## src/verilog/lf_status_pkg.sv

```systemverilog
// package: register map, field positions, reset values and types of the lf receiver status block
package lf_status_pkg;

  // ------------------------------------------------------------
  // register offsets (byte addresses)
  // ------------------------------------------------------------
  localparam logic [7:0] STATUS_OFFSET = 8'h00;
  localparam logic [7:0] CONTROL_OFFSET = 8'h04;
  localparam logic [7:0] DATA_OFFSET = 8'h08;
  localparam logic [7:0] IRQ_ENABLE_OFFSET = 8'h0C;

  // ------------------------------------------------------------
  // status register field positions
  // ------------------------------------------------------------
  localparam int DATA_READY_BIT = 7;
  localparam int RECEIVE_ERROR_BIT = 6;
  localparam int CARRIER_DETECT_BIT = 5;
  localparam int ID_MATCH_BIT = 4;
  localparam int OVERFLOW_BIT = 3;
  localparam int END_OF_MESSAGE_BIT = 2;
  localparam int LOW_POWER_SNIFF_BIT = 1;
  localparam int ACKNOWLEDGE_BIT = 0;

  // ------------------------------------------------------------
  // control register field positions
  // ------------------------------------------------------------
  localparam int PAGE_SELECT_BIT = 0;
  localparam int CARRIER_MODE_BIT = 1;
  localparam int DECODER_ENABLE_BIT = 2;
  localparam int TOGGLE_MODE_BIT = 3;

  // ------------------------------------------------------------
  // irq enable register field positions
  // ------------------------------------------------------------
  localparam int DATA_READY_IE_BIT = 0;
  localparam int ERROR_IE_BIT = 1;
  localparam int ID_MATCH_IE_BIT = 2;

  // ------------------------------------------------------------
  // reset values
  // ------------------------------------------------------------
  localparam logic [5:0] FLAGS_RESET = 6'h00;
  localparam logic LOW_POWER_SNIFF_RESET = 1'b1;
  localparam logic [3:0] CONTROL_RESET = 4'h4;
  localparam logic [2:0] IRQ_ENABLE_RESET = 3'h0;

  // ------------------------------------------------------------
  // timing
  // ------------------------------------------------------------
  localparam int SNIFF_EXTRA_US = 200;
  localparam int CLOCK_MHZ = 100;
  localparam int SNIFF_EXTRA_CYCLES = SNIFF_EXTRA_US * CLOCK_MHZ;

  // ------------------------------------------------------------
  // types
  // ------------------------------------------------------------
  typedef struct packed {
    logic data_ready;
    logic receive_error;
    logic carrier_detect;
    logic id_match;
    logic overflow;
    logic end_of_message;
  } event_flags_t;

  typedef struct packed {
    logic byte_done;
    logic manchester_error;
    logic carrier_valid;
    logic id_match;
    logic eom_error;
  } rx_events_t;

  typedef enum logic [1:0] {
    BUS_IDLE = 2'b00,
    BUS_WRITE = 2'b01,
    BUS_READ = 2'b10
  } bus_phase_t;

endpackage : lf_status_pkg

```

## src/verilog/lf_sniff_delay.sv

```systemverilog
// module: stretches the carrier-to-data transition when low power sniff is on
`timescale 1ns/1ps
module lf_sniff_delay #(
  parameter int EXTRA_CYCLES = lf_status_pkg::SNIFF_EXTRA_CYCLES
) (
  // clock and reset
  input wire logic i_ref_clk,
  input wire logic i_srst,
  // control
  input wire logic i_low_power_sniff,
  input wire logic i_transition_req,
  // result
  output logic o_transition_done
);

  localparam int CW = $clog2(EXTRA_CYCLES + 1);

  logic [CW-1:0] count_q;
  logic busy_q;

  // ------------------------------------------------------------
  // delay counter
  // ------------------------------------------------------------
  // fast path registers done on the edge that takes the request; slow path waits EXTRA_CYCLES more
  always_ff @(posedge i_ref_clk) begin
    if (i_srst) begin
      count_q <= '0;
      busy_q <= 1'b0;
      o_transition_done <= 1'b0;
    end else begin
      o_transition_done <= 1'b0;
      if (!busy_q && i_transition_req) begin
        if (i_low_power_sniff) begin
          busy_q <= 1'b1;
          count_q <= CW'(EXTRA_CYCLES - 1);
        end else begin
          o_transition_done <= 1'b1;
        end
      end else if (busy_q) begin
        if (count_q == '0) begin
          busy_q <= 1'b0;
          o_transition_done <= 1'b1;
        end else begin
          count_q <= count_q - 1'b1;
        end
      end
    end
  end

endmodule : lf_sniff_delay

```

## src/verilog/lf_receiver_status_flags.sv

```systemverilog
// module: lf receiver status flags with acknowledge, reached over ahb-lite
// ------------------------------------------------------------
// Functional notes
// - data ready flag, bit 7, sets when a complete byte is assembled
// - data ready clears on acknowledge write or received data read
// - receive error flag, bit 6, sets on bad manchester bit in data mode
// - error, overflow, end-of-message stay clear in carrier detect mode
// - carrier detect flag, bit 5, sets when validation count reached
// - validation count function unused while toggle mode is one
// - id match flag, bit 4, sets on id match, data bits optional
// - interrupt when data ready, error or id flag set and enabled
// - overflow flag, bit 3, sets when new byte overwrites unread byte
// - overflow flag gives no interrupt of its own
// - end-of-message flag, bit 2, sets on eom error after stored byte
// - end-of-message flag gives no interrupt of its own
// - low power sniff bit 1: one saves power, adds 200 us transition
// - low power sniff bit is set by reset
// - acknowledge bit 0 written one clears all six flags
// - acknowledge self-clears next edge and always reads zero
// - writing zero to acknowledge does nothing; reset leaves it alone
// - status register reachable only while page select is zero
// - flags clear on reset; software writes never set them
// - carrier mode select zero means data mode, else carrier detect
// - decoder disabled stops data, error and id flags
// ------------------------------------------------------------
`timescale 1ns/1ps
module lf_receiver_status_flags #(
  parameter int SNIFF_CYCLES = lf_status_pkg::SNIFF_EXTRA_CYCLES
) (
  // clock and reset
  input wire logic i_ref_clk,
  input wire logic i_srst,
  // ahb-lite slave
  input wire logic i_hsel,
  input wire logic [31:0] i_haddr,
  input wire logic [1:0] i_htrans,
  input wire logic i_hwrite,
  input wire logic [2:0] i_hsize,
  input wire logic [31:0] i_hwdata,
  input wire logic i_hready,
  output logic [31:0] o_hrdata,
  output logic o_hreadyout,
  output logic o_hresp,
  // receiver events and data
  input wire lf_status_pkg::rx_events_t i_rx_events,
  input wire logic [7:0] i_rx_byte,
  input wire logic i_transition_req,
  // results
  output logic o_irq,
  output logic o_transition_done,
  output logic [3:0] o_control
);

  // ------------------------------------------------------------
  // state
  // ------------------------------------------------------------
  lf_status_pkg::event_flags_t flags_q;
  logic low_power_sniff_q;
  logic [3:0] control_q;
  logic [2:0] irq_en_q;
  logic [7:0] rx_data_q;
  lf_status_pkg::bus_phase_t phase_q;
  logic [7:0] addr_q;

  function automatic logic hit(input logic [7:0] a, input logic [7:0] off);
    hit = (a == off);
  endfunction : hit

  // ------------------------------------------------------------
  // bus address phase capture
  // ------------------------------------------------------------
  logic take;
  assign take = i_hsel && i_hready && i_htrans[1];
  assign o_hreadyout = 1'b1;
  assign o_hresp = 1'b0;

  always_ff @(posedge i_ref_clk) begin
    if (i_srst) begin
      phase_q <= lf_status_pkg::BUS_IDLE;
      addr_q <= 8'h00;
    end else if (take) begin
      phase_q <= i_hwrite ? lf_status_pkg::BUS_WRITE : lf_status_pkg::BUS_READ;
      addr_q <= i_haddr[7:0];
    end else begin
      phase_q <= lf_status_pkg::BUS_IDLE;
    end
  end

  logic page0;
  logic wr_phase;
  logic rd_phase;
  logic status_wr;
  logic data_rd;
  assign page0 = !control_q[lf_status_pkg::PAGE_SELECT_BIT];
  assign wr_phase = (phase_q == lf_status_pkg::BUS_WRITE);
  assign rd_phase = (phase_q == lf_status_pkg::BUS_READ);
  assign status_wr = wr_phase && page0 && hit(addr_q, lf_status_pkg::STATUS_OFFSET);
  assign data_rd = rd_phase && page0 && hit(addr_q, lf_status_pkg::DATA_OFFSET);

  // ------------------------------------------------------------
  // mode decode
  // ------------------------------------------------------------
  logic data_mode;
  logic decoder_on;
  logic count_ok;
  assign data_mode = !control_q[lf_status_pkg::CARRIER_MODE_BIT];
  assign decoder_on = control_q[lf_status_pkg::DECODER_ENABLE_BIT];
  assign count_ok = !control_q[lf_status_pkg::TOGGLE_MODE_BIT];

  // ------------------------------------------------------------
  // acknowledge bit
  // ------------------------------------------------------------
  logic ack_clear;
  // the acknowledge is a one-cycle write strobe with no storage, so reset cannot touch it
  assign ack_clear = status_wr && i_hwdata[lf_status_pkg::ACKNOWLEDGE_BIT];

  // ------------------------------------------------------------
  // flag set events
  // ------------------------------------------------------------
  logic set_dr;
  logic set_er;
  logic set_cd;
  logic set_id;
  logic set_ov;
  logic set_eom;
  assign set_dr = decoder_on && data_mode && i_rx_events.byte_done;
  assign set_er = decoder_on && data_mode && i_rx_events.manchester_error;
  assign set_cd = !data_mode && count_ok && i_rx_events.carrier_valid;
  assign set_id = decoder_on && data_mode && i_rx_events.id_match;
  // a data register read in the same cycle as the new byte keeps overflow from setting
  assign set_ov = set_dr && flags_q.data_ready && !data_rd;
  assign set_eom = decoder_on && data_mode && i_rx_events.eom_error &&
                   (flags_q.data_ready || set_dr);

  // ------------------------------------------------------------
  // event flags
  // ------------------------------------------------------------
  always_ff @(posedge i_ref_clk) begin
    if (i_srst) begin
      flags_q <= lf_status_pkg::FLAGS_RESET;
    end else begin
      // set wins over the acknowledge in the same cycle
      flags_q.data_ready <= set_dr || (flags_q.data_ready && !ack_clear && !data_rd);
      flags_q.receive_error <= set_er || (flags_q.receive_error && !ack_clear);
      flags_q.carrier_detect <= set_cd || (flags_q.carrier_detect && !ack_clear);
      flags_q.id_match <= set_id || (flags_q.id_match && !ack_clear);
      flags_q.overflow <= set_ov || (flags_q.overflow && !ack_clear);
      flags_q.end_of_message <= set_eom || (flags_q.end_of_message && !ack_clear);
      if (!data_mode) begin
        flags_q.receive_error <= 1'b0;
        flags_q.overflow <= 1'b0;
        flags_q.end_of_message <= 1'b0;
      end
    end
  end

  // ------------------------------------------------------------
  // received byte holding register
  // ------------------------------------------------------------
  // bits gathered before an error still land here when the byte strobe comes
  always_ff @(posedge i_ref_clk) begin
    if (i_srst) begin
      rx_data_q <= 8'h00;
    end else if (set_dr) begin
      rx_data_q <= i_rx_byte;
    end
  end

  // ------------------------------------------------------------
  // software settings
  // ------------------------------------------------------------
  always_ff @(posedge i_ref_clk) begin
    if (i_srst) begin
      low_power_sniff_q <= lf_status_pkg::LOW_POWER_SNIFF_RESET;
    end else if (status_wr) begin
      low_power_sniff_q <= i_hwdata[lf_status_pkg::LOW_POWER_SNIFF_BIT];
    end
  end

  // control register stays reachable on every page so software can flip the page back
  always_ff @(posedge i_ref_clk) begin
    if (i_srst) begin
      control_q <= lf_status_pkg::CONTROL_RESET;
    end else if (wr_phase && hit(addr_q, lf_status_pkg::CONTROL_OFFSET)) begin
      control_q <= i_hwdata[3:0];
    end
  end

  always_ff @(posedge i_ref_clk) begin
    if (i_srst) begin
      irq_en_q <= lf_status_pkg::IRQ_ENABLE_RESET;
    end else if (wr_phase && hit(addr_q, lf_status_pkg::IRQ_ENABLE_OFFSET)) begin
      irq_en_q <= i_hwdata[2:0];
    end
  end

  assign o_control = control_q;

  // ------------------------------------------------------------
  // interrupt request
  // ------------------------------------------------------------
  // overflow and end-of-message ride on the data ready request
  always_ff @(posedge i_ref_clk) begin
    if (i_srst) begin
      o_irq <= 1'b0;
    end else begin
      o_irq <= (flags_q.data_ready && irq_en_q[lf_status_pkg::DATA_READY_IE_BIT]) ||
               (flags_q.receive_error && irq_en_q[lf_status_pkg::ERROR_IE_BIT]) ||
               (flags_q.id_match && irq_en_q[lf_status_pkg::ID_MATCH_IE_BIT]);
    end
  end

  // ------------------------------------------------------------
  // read data
  // ------------------------------------------------------------
  logic [31:0] rdata;
  always_comb begin
    rdata = 32'h0000_0000;
    if (page0 && hit(addr_q, lf_status_pkg::STATUS_OFFSET)) begin
      rdata[7:2] = flags_q;
      rdata[lf_status_pkg::LOW_POWER_SNIFF_BIT] = low_power_sniff_q;
      rdata[lf_status_pkg::ACKNOWLEDGE_BIT] = 1'b0;
    end else if (page0 && hit(addr_q, lf_status_pkg::DATA_OFFSET)) begin
      rdata[7:0] = rx_data_q;
    end else if (hit(addr_q, lf_status_pkg::CONTROL_OFFSET)) begin
      rdata[3:0] = control_q;
    end else if (hit(addr_q, lf_status_pkg::IRQ_ENABLE_OFFSET)) begin
      rdata[2:0] = irq_en_q;
    end
  end

  // data phase output must appear in the data phase itself, so it is a mux of flops
  assign o_hrdata = rd_phase ? rdata : 32'h0000_0000;

  // ------------------------------------------------------------
  // sniff transition timer
  // ------------------------------------------------------------
  lf_sniff_delay #(
    .EXTRA_CYCLES(SNIFF_CYCLES)
  ) u_sniff (
    .i_ref_clk(i_ref_clk),
    .i_srst(i_srst),
    .i_low_power_sniff(low_power_sniff_q),
    .i_transition_req(i_transition_req),
    .o_transition_done(o_transition_done)
  );

endmodule : lf_receiver_status_flags

```

## config.mk

```make
export PLATFORM = sky130hd
export DESIGN_NAME = lf_receiver_status_flags
export DESIGN_NICKNAME = d
export VERILOG_FILES = /design/src/verilog/lf_status_pkg.sv /design/src/verilog/lf_sniff_delay.sv /design/src/verilog/lf_receiver_status_flags.sv
export SDC_FILE = /design/constraint.sdc
export NUM_CORES = 1
export LEC_CHECK = 0
export ABC_AREA = 0
export BUFFER_PORTS_ARGS = -buffer_cell sky130_fd_sc_hd__buf_2
export CORE_MARGIN = 8
export CORE_UTILIZATION = 45
export CTS_CLUSTER_SIZE = 20
export DETAILED_ROUTE_END_ITERATION = 8
export GPL_ROUTABILITY_DRIVEN = 0
export PLACE_DENSITY = 0.79
export SLEW_MARGIN = 10
export SYNTH_ARGS = -nofsm -noshare
export SYNTH_HDL_FRONTEND = slang
export SYNTH_SLANG_ARGS = --single-unit
```

## constraint.sdc

```tcl
create_clock -name i_ref_clk -period 2.4 [get_ports i_ref_clk]
set_input_delay 0.24 -clock i_ref_clk [delete_from_list [all_inputs] [get_ports i_ref_clk]]
set_output_delay 0.24 -clock i_ref_clk [all_outputs]
set_load 0.03 [all_outputs]
```

== After elaboration in Yosys (flattened, before gate mapping) ==
Index checks and enable logic that the tools add are counted.

* Word-level logic and storage cells: 98
* Bits of input ports: 88
* Output and inout bits: 40
* Flip-flop bits (word level): 50

* Mux-type cells: 20
* Bitwise logic cells: 1
* Add/subtract/negate cells: 1
* Equality and inequality tests: 7
* Reductions and logical operators: 53

{| class="wikitable"
|+ Operators by type and width
! cell !! number
|-
| 2-to-1 mux 15 bit || 4
|-
| logical AND 1 bit || 32
|-
| equality test 8 x 4 -> 1 bit (second input constant) || 2
|-
| 2-to-1 mux 8 bit || 2
|-
| zero test 15 bit || 1
|-
| subtractor 15 x 1 -> 15 bit (second input constant) || 1
|-
| logical OR 1 bit || 9
|-
| 2-to-1 mux 1 bit || 9
|-
| equality test 8 x 3 -> 1 bit (second input constant) || 1
|-
| zero test 8 bit || 1
|-
| 2-to-1 mux 4 bit || 2
|-
| zero test 1 bit || 6
|-
| 2-to-1 mux 3 bit || 2
|-
| OR reduction 2 bit || 2
|-
| AND reduction 3 bit || 1
|-
| equality test 2 x 1 -> 1 bit (second input constant) || 1
|-
| equality test 2 bit (second input constant) || 1
|-
| 2-to-1 mux 2 bit || 1
|-
| != test 2 x 1 -> 1 bit (second input constant) || 1
|-
| != test 2 bit (second input constant) || 1
|-
| nonzero test 2 bit || 1
|-
| NOT 1 bit || 1
|}

== Longest topological paths before layout ==
* Depth after elaboration: 8
* Depth in mapped cells: 6
* Gate-level depth less buffers: 6

== By module ==
Synthesis repeated with hierarchy kept, for this count alone.

* Cells, all modules: 301
* Area total of the unflattened synthesis: 2531.2 um2

{| class="wikitable"
|+ Modules (own cells, without submodules)
! module !! area each (um2) !! sequential area each (um2) !! cells an instance !! instances
|-
| lf_receiver_status_flags || 1675.4 || 660.6 || 202 || 1
|-
| lf_sniff_delay || 855.8 || 340.3 || 99 || 1
|}

== Least setup slack after synthesis ==
OpenSTA, ideal clock, no wires.

* Kind: register to output
* Start: register addr_q[2]
* End: output o_hrdata[4]
* Arrival: 1.601 ns
* Stages on the path, launching flop included: 6
* Buffers on the path: 1
* Setup slack: 0.559 ns
* Cells stage by stage: dfxtp_1 -> clkbuf_1 -> nor3_1 -> nand3_1 -> nor3b_1 -> a22o_1

* Longest elaborated chain between the ends: 5
* Elaborated cells between the ends (all ways): 7

{| class="wikitable"
|+ RTL lines
! item !! RTL line !! source
|-
| start, declared || lf_receiver_status_flags.sv:63 || <nowiki>logic [7:0] addr_q;</nowiki>
|-
| start signal, assigned || lf_receiver_status_flags.sv:83 || <nowiki>addr_q <= i_haddr[7:0];</nowiki>
|-
| equality test 8 x 4 -> 1 bit || lf_receiver_status_flags.sv:66 || <nowiki>hit = (a == off);</nowiki>
|-
| logical AND 1 bit || lf_receiver_status_flags.sv:223 || <nowiki>end else if (page0 && hit(addr_q, lf_status_pkg::DATA_OFFSET)) begin</nowiki>
|-
| 2-to-1 mux 4 bit || lf_receiver_status_flags.sv:223 ||
|-
| 2-to-1 mux 8 bit (*) || lf_receiver_status_flags.sv:219 || <nowiki>if (page0 && hit(addr_q, lf_status_pkg::STATUS_OFFSET)) begin</nowiki>
|-
| 2-to-1 mux 8 bit (*) || lf_receiver_status_flags.sv:233 || <nowiki>assign o_hrdata = rd_phase ? rdata : 32'h0000_0000;</nowiki>
|-
| end, declared || lf_receiver_status_flags.sv:41 || <nowiki>output logic [31:0] o_hrdata,</nowiki>
|}

Every way passes the cells marked *; elsewhere a longest branch is shown, timed or not.

== Worst setup path in the final report ==
* Start: register phase_q[1]
* End: output o_hrdata[4]

* Longest elaborated chain between the ends: 2

{| class="wikitable"
|+ RTL lines
! item !! RTL line !! source
|-
| start, declared || lf_receiver_status_flags.sv:62 || <nowiki>lf_status_pkg::bus_phase_t phase_q;</nowiki>
|-
| start signal, assigned || lf_receiver_status_flags.sv:79 || <nowiki>phase_q <= lf_status_pkg::BUS_IDLE;</nowiki>
|-
| start signal, assigned || lf_receiver_status_flags.sv:82 || <nowiki>phase_q <= i_hwrite ? lf_status_pkg::BUS_WRITE : lf_status_pkg::BUS_READ;</nowiki>
|-
| start signal, assigned || lf_receiver_status_flags.sv:85 || <nowiki>phase_q <= lf_status_pkg::BUS_IDLE;</nowiki>
|-
| equality test 2 bit || lf_receiver_status_flags.sv:96 || <nowiki>assign rd_phase = (phase_q == lf_status_pkg::BUS_READ);</nowiki>
|-
| 2-to-1 mux 8 bit || lf_receiver_status_flags.sv:233 ||
|}

Every way passes these cells.

==> summary.txt <==
Detailed routing
  – DRC Markers: 0
  – 1st-pass router iterations: 4
  – Vias per std cell: ~5.4
  – Wire per inst: about 14 um
  – Final wirelength: roughly 5.7 mm
  – Via count: roughly 2.3k
  – DRT iter0 DRCs: 146
  – Routed Antenna Nets: 0

Timing
  – Rel. slew slack: between 40% and 50%
  – Setup TNS: 0 ns
  – Worst Skew: 0.00426 ns
  – Max Slew Vio Count: 0
  – Fin crit share: about 93%
  – RSZ-0062 raised after global routing: false
  – Fmax: ~0.45 GHz
  – Final setup violation count: 0
  – Setup ws final: around 0.17 ns
  – Min cycle time layout: 2.23 ns
  – Worst Tran Pin Value: 0.833 ns
  – Fin. Hold Viols: 0
  – Worst hold margin: about 0.11 ns

Power and ir drop
  – Clk pwr share: a little over a quarter
  – Int Power: about 1.2 mW
  – VDD IR max: ~0.25 mV
  – Combinational fraction of design power: between 10% and 20%
  – Net Sw Frac: a little under a third
  – Sw power: 524 uW
  – Reg power frac: 53.6%
  – P per Cell Area: just over 600 nW/um^2
  – Leak: between 1 and 1.5 nW

Setup path
  – Critical Setup Path Class: reg -> out
  – WP data arrival: 1.99 ns
  – Crit Reg-Reg Startpoint: u_sniff.count_q[0]$_SDFFE_PP0P_
  – Top Family by Delay on Critical Path: simple AND/OR/NAND/NOR gates
  – CP Max Fanout: 5
  – Critical Path End Type: output pin
  – Crit path cell chain: nor4b_1, nand2_1, nor4_1, buf_4, a22o_1, buf_2
  – CP bufs+invs: 2
  – Max stage delay on crit path: about 0.38 ns
  – CP max-delay cell: dfxtp_1
  – Worst setup SP type: flop
  – Worst setup path startpoint: phase_q[1]$_SDFF_PP0_
  – Critical Path RT: 2.16 ns

Floorplan
  – Core area: ~5500 um^2
  – Starting Density: a little under half
  – Die Area: 8310 um^2
  – Rows: 27
  – IO Pins: 128
  – Die H: a little over 90 um
  – DIE WIDTH: approximately 91 um

Layout
  – Most common cell after layout, fill and taps aside: dfxtp_1
  – Fin cells: 418
  – Fillers: ~550
  – Most frequent cells in the layout: dfxtp_1 (50), buf_2 (45), nand2_1 (43)
  – Diode count: 0
  – Nets: between 400 and 500
  – Area delta synth->final: 11.3%
  – Share of cells above drive strength 1: about a fifth

Clock network
  – TritonCTS clock tree: built
  – CTS Buffer Depth: 2
  – # clock sinks: 50
  – H-tree Lvls: 2
  – Clock Latency Late Sink: 0.30 ns
  – Hold buffer count at CTS: 0
  – Num CTS Buffers: 5
  – CTS root buf: clkbuf_8
  – Clock-pin slew on the worst setup and hold paths: 0.09 ns

Worst hold path
  – Min-delay src: i_hwrite
  – HP Class: in -> reg

Synthesis
  – Syn avg cell area: between 8 and 9 um^2
  – Synth Flop Type: dfxtp_1
  – Flops & latches, synth: 50
  – Post-synth EDFFs: 0
  – Post-synth ARST share: 0%
  – Sequential cell area fraction in the yosys report: between 30% and 40%
  – Syn. warnings: 0
  – Synth Cell Area: 2540 um^2
  – Cell count after synthesis: between 300 and 400
  – Netlist cell types: 52

GRT
  – Largest net degree at the start of global routing: 48
  – Initial antenna violation count: 0
  – Total gr overflow: 0
  – GRT Util Overall: ~14%
  – Vias in the first global route: approximately 2.2k
  – First-pass GRT wire length: between 9 and 10 mm

Place
  – # placed instances: 411
  – I/O Buffers: 45
  – Pre-CTS setup slack: ~0.41 ns
  – Hpwl dp: around 4.3 mm

Status
  – Status: finished, final reports clean

Flow run
  – Max_cap viols: 0
-- worst paths after layout --
path | end | slack (ns) | depth (start not counted)
worst max-delay path | o_hrdata[4] | 0.17 | 6
worst min-delay path | phase_q[1]$_SDFF_PP0_ | 0.11 | 2
worst max register to register | u_sniff.count_q[7]$_SDFFE_PP0P_ | 0.42 | 6
worst min register to register | rx_data_q[2]$_SDFFE_PP0P_ | 0.46 | 2
-- area by class of cell --
class / instances / area, um^2 / share of cell area [%]
Timing Repair Buffer: 49 / 255 / 9.02
Multi-Input combinational cell: 229 / 1360 / 48.1
Sequential cell: 50 / 1000 / 35.4
Clock buffer: 6 / 72.6 / 2.56
Tap cell: 72 / 90.1 / 3.18
Clock inverter: 1 / 7.51 / 0.265
Inverter: 11 / 41.3 / 1.46
-- cell usage after synthesis, types with 2 or more instances --
master / number / area share, %
a211o_1: 2 / 0.69
a21oi_1: 30 / 5.9
a22o_1: 4 / 1.4
a22oi_1: 2 / 0.59
a31oi_1: 4 / 0.98
a32oi_1: 4 / 1.4
and3b_1: 3 / 1.0
buf_1: 2 / 0.30
buf_4: 26 / 7.7
clkbuf_1: 8 / 1.2
conb_1: 2 / 0.30
dfxtp_1: 50 / 39
inv_1: 11 / 1.6
mux2_2: 2 / 0.89
mux2i_1: 11 / 4.3
nand2_1: 43 / 6.3
nand3_1: 5 / 0.98
nand4_1: 4 / 0.98
nand4b_1: 2 / 0.69
nor2_1: 23 / 3.4
nor2b_1: 2 / 0.49
nor3_1: 8 / 1.6
nor3b_1: 4 / 1.2
nor4_1: 3 / 0.74
nor4_4: 3 / 2.5
nor4b_1: 2 / 0.69
o21ai_0: 6 / 1.2
o31ai_1: 5 / 1.5
or2_2: 2 / 0.49
or3_2: 2 / 0.59
or4_1: 6 / 1.8
-- per-stage QoR --
stage	power, mW	util (%)	instance area, um^2
final	1.72	51.7	2830
after CTS	1.73	51.6	2830
after floorplan	1.22	-	2630
after global routing	1.82	51.7	2830
after detailed placement	1.26	50.2	2750
after global placement	1.25	50.2	2750
-- logic make-up (layout without fill, tap and decap cells) --
| kind of cell | after synthesis | count (layout) | share of synthesized area, % |
|---|---|---|---|
| adder cells (fa/ha/maj) | 1 | 1 | 0.492 |
| other | 2 | 26 | 0.295 |
| AND/OR/NAND/NOR | 120 | 120 | 26.0 |
| XOR/XNOR | 1 | 1 | 0.345 |
| buffers and inverters | 47 | 67 | 10.8 |
| multiplexers | 13 | 13 | 5.22 |
| flip-flops | 50 | 50 | 39.4 |
| AO/OA/AOI/OAI | 68 | 68 | 17.5 |
-- what timing repair did --
item / in CTS / in global routing
endpoints found under the setup margin: 0 / 4
resized for setup: 0 / 1
setup buffers: 0 / 0
-- flip-flops by register name, indices dropped and copies added, names as in the netlist --
| name | count |
|---|---|
| addr_q | 8 |
| u_sniff.busy_q | 1 |
| phase_q | 2 |
| u_sniff.count_q | 15 |
| o_control | 4 |
| irq_en_q | 3 |
| low_power_sniff_q | 1 |
| o_irq | 1 |
| rx_data_q | 8 |
| u_sniff.o_transition_done | 1 |
| flags_q | 6 |
-- power by group through the flow --
stage	logic, mW	registers, mW	clock network [mW]
5_1_grt	0.368	0.928	0.523
3_5_place_dp	0.324	0.939	0
6_report	0.329	0.920	0.468
4_1_cts	0.326	0.920	0.485
3_3_place_gp	0.318	0.937	0
2_1_floorplan	0.289	0.928	0
-- routing by layer --
| layer | GRT usage, % | up-vias | part of all wire, % |
|---|---|---|---|
| li1 | - | 1120 | - |
| met1 | 17.3 | 1044 | 45 |
| met3 | 5.02 | 8 | 7.9 |
| met5 | 0 | - | 0 |
| met4 | 5.73 | 0 | 1.5 |
| met2 | 22.3 | 82 | 46 |
(Power assumes the default switching activity.)
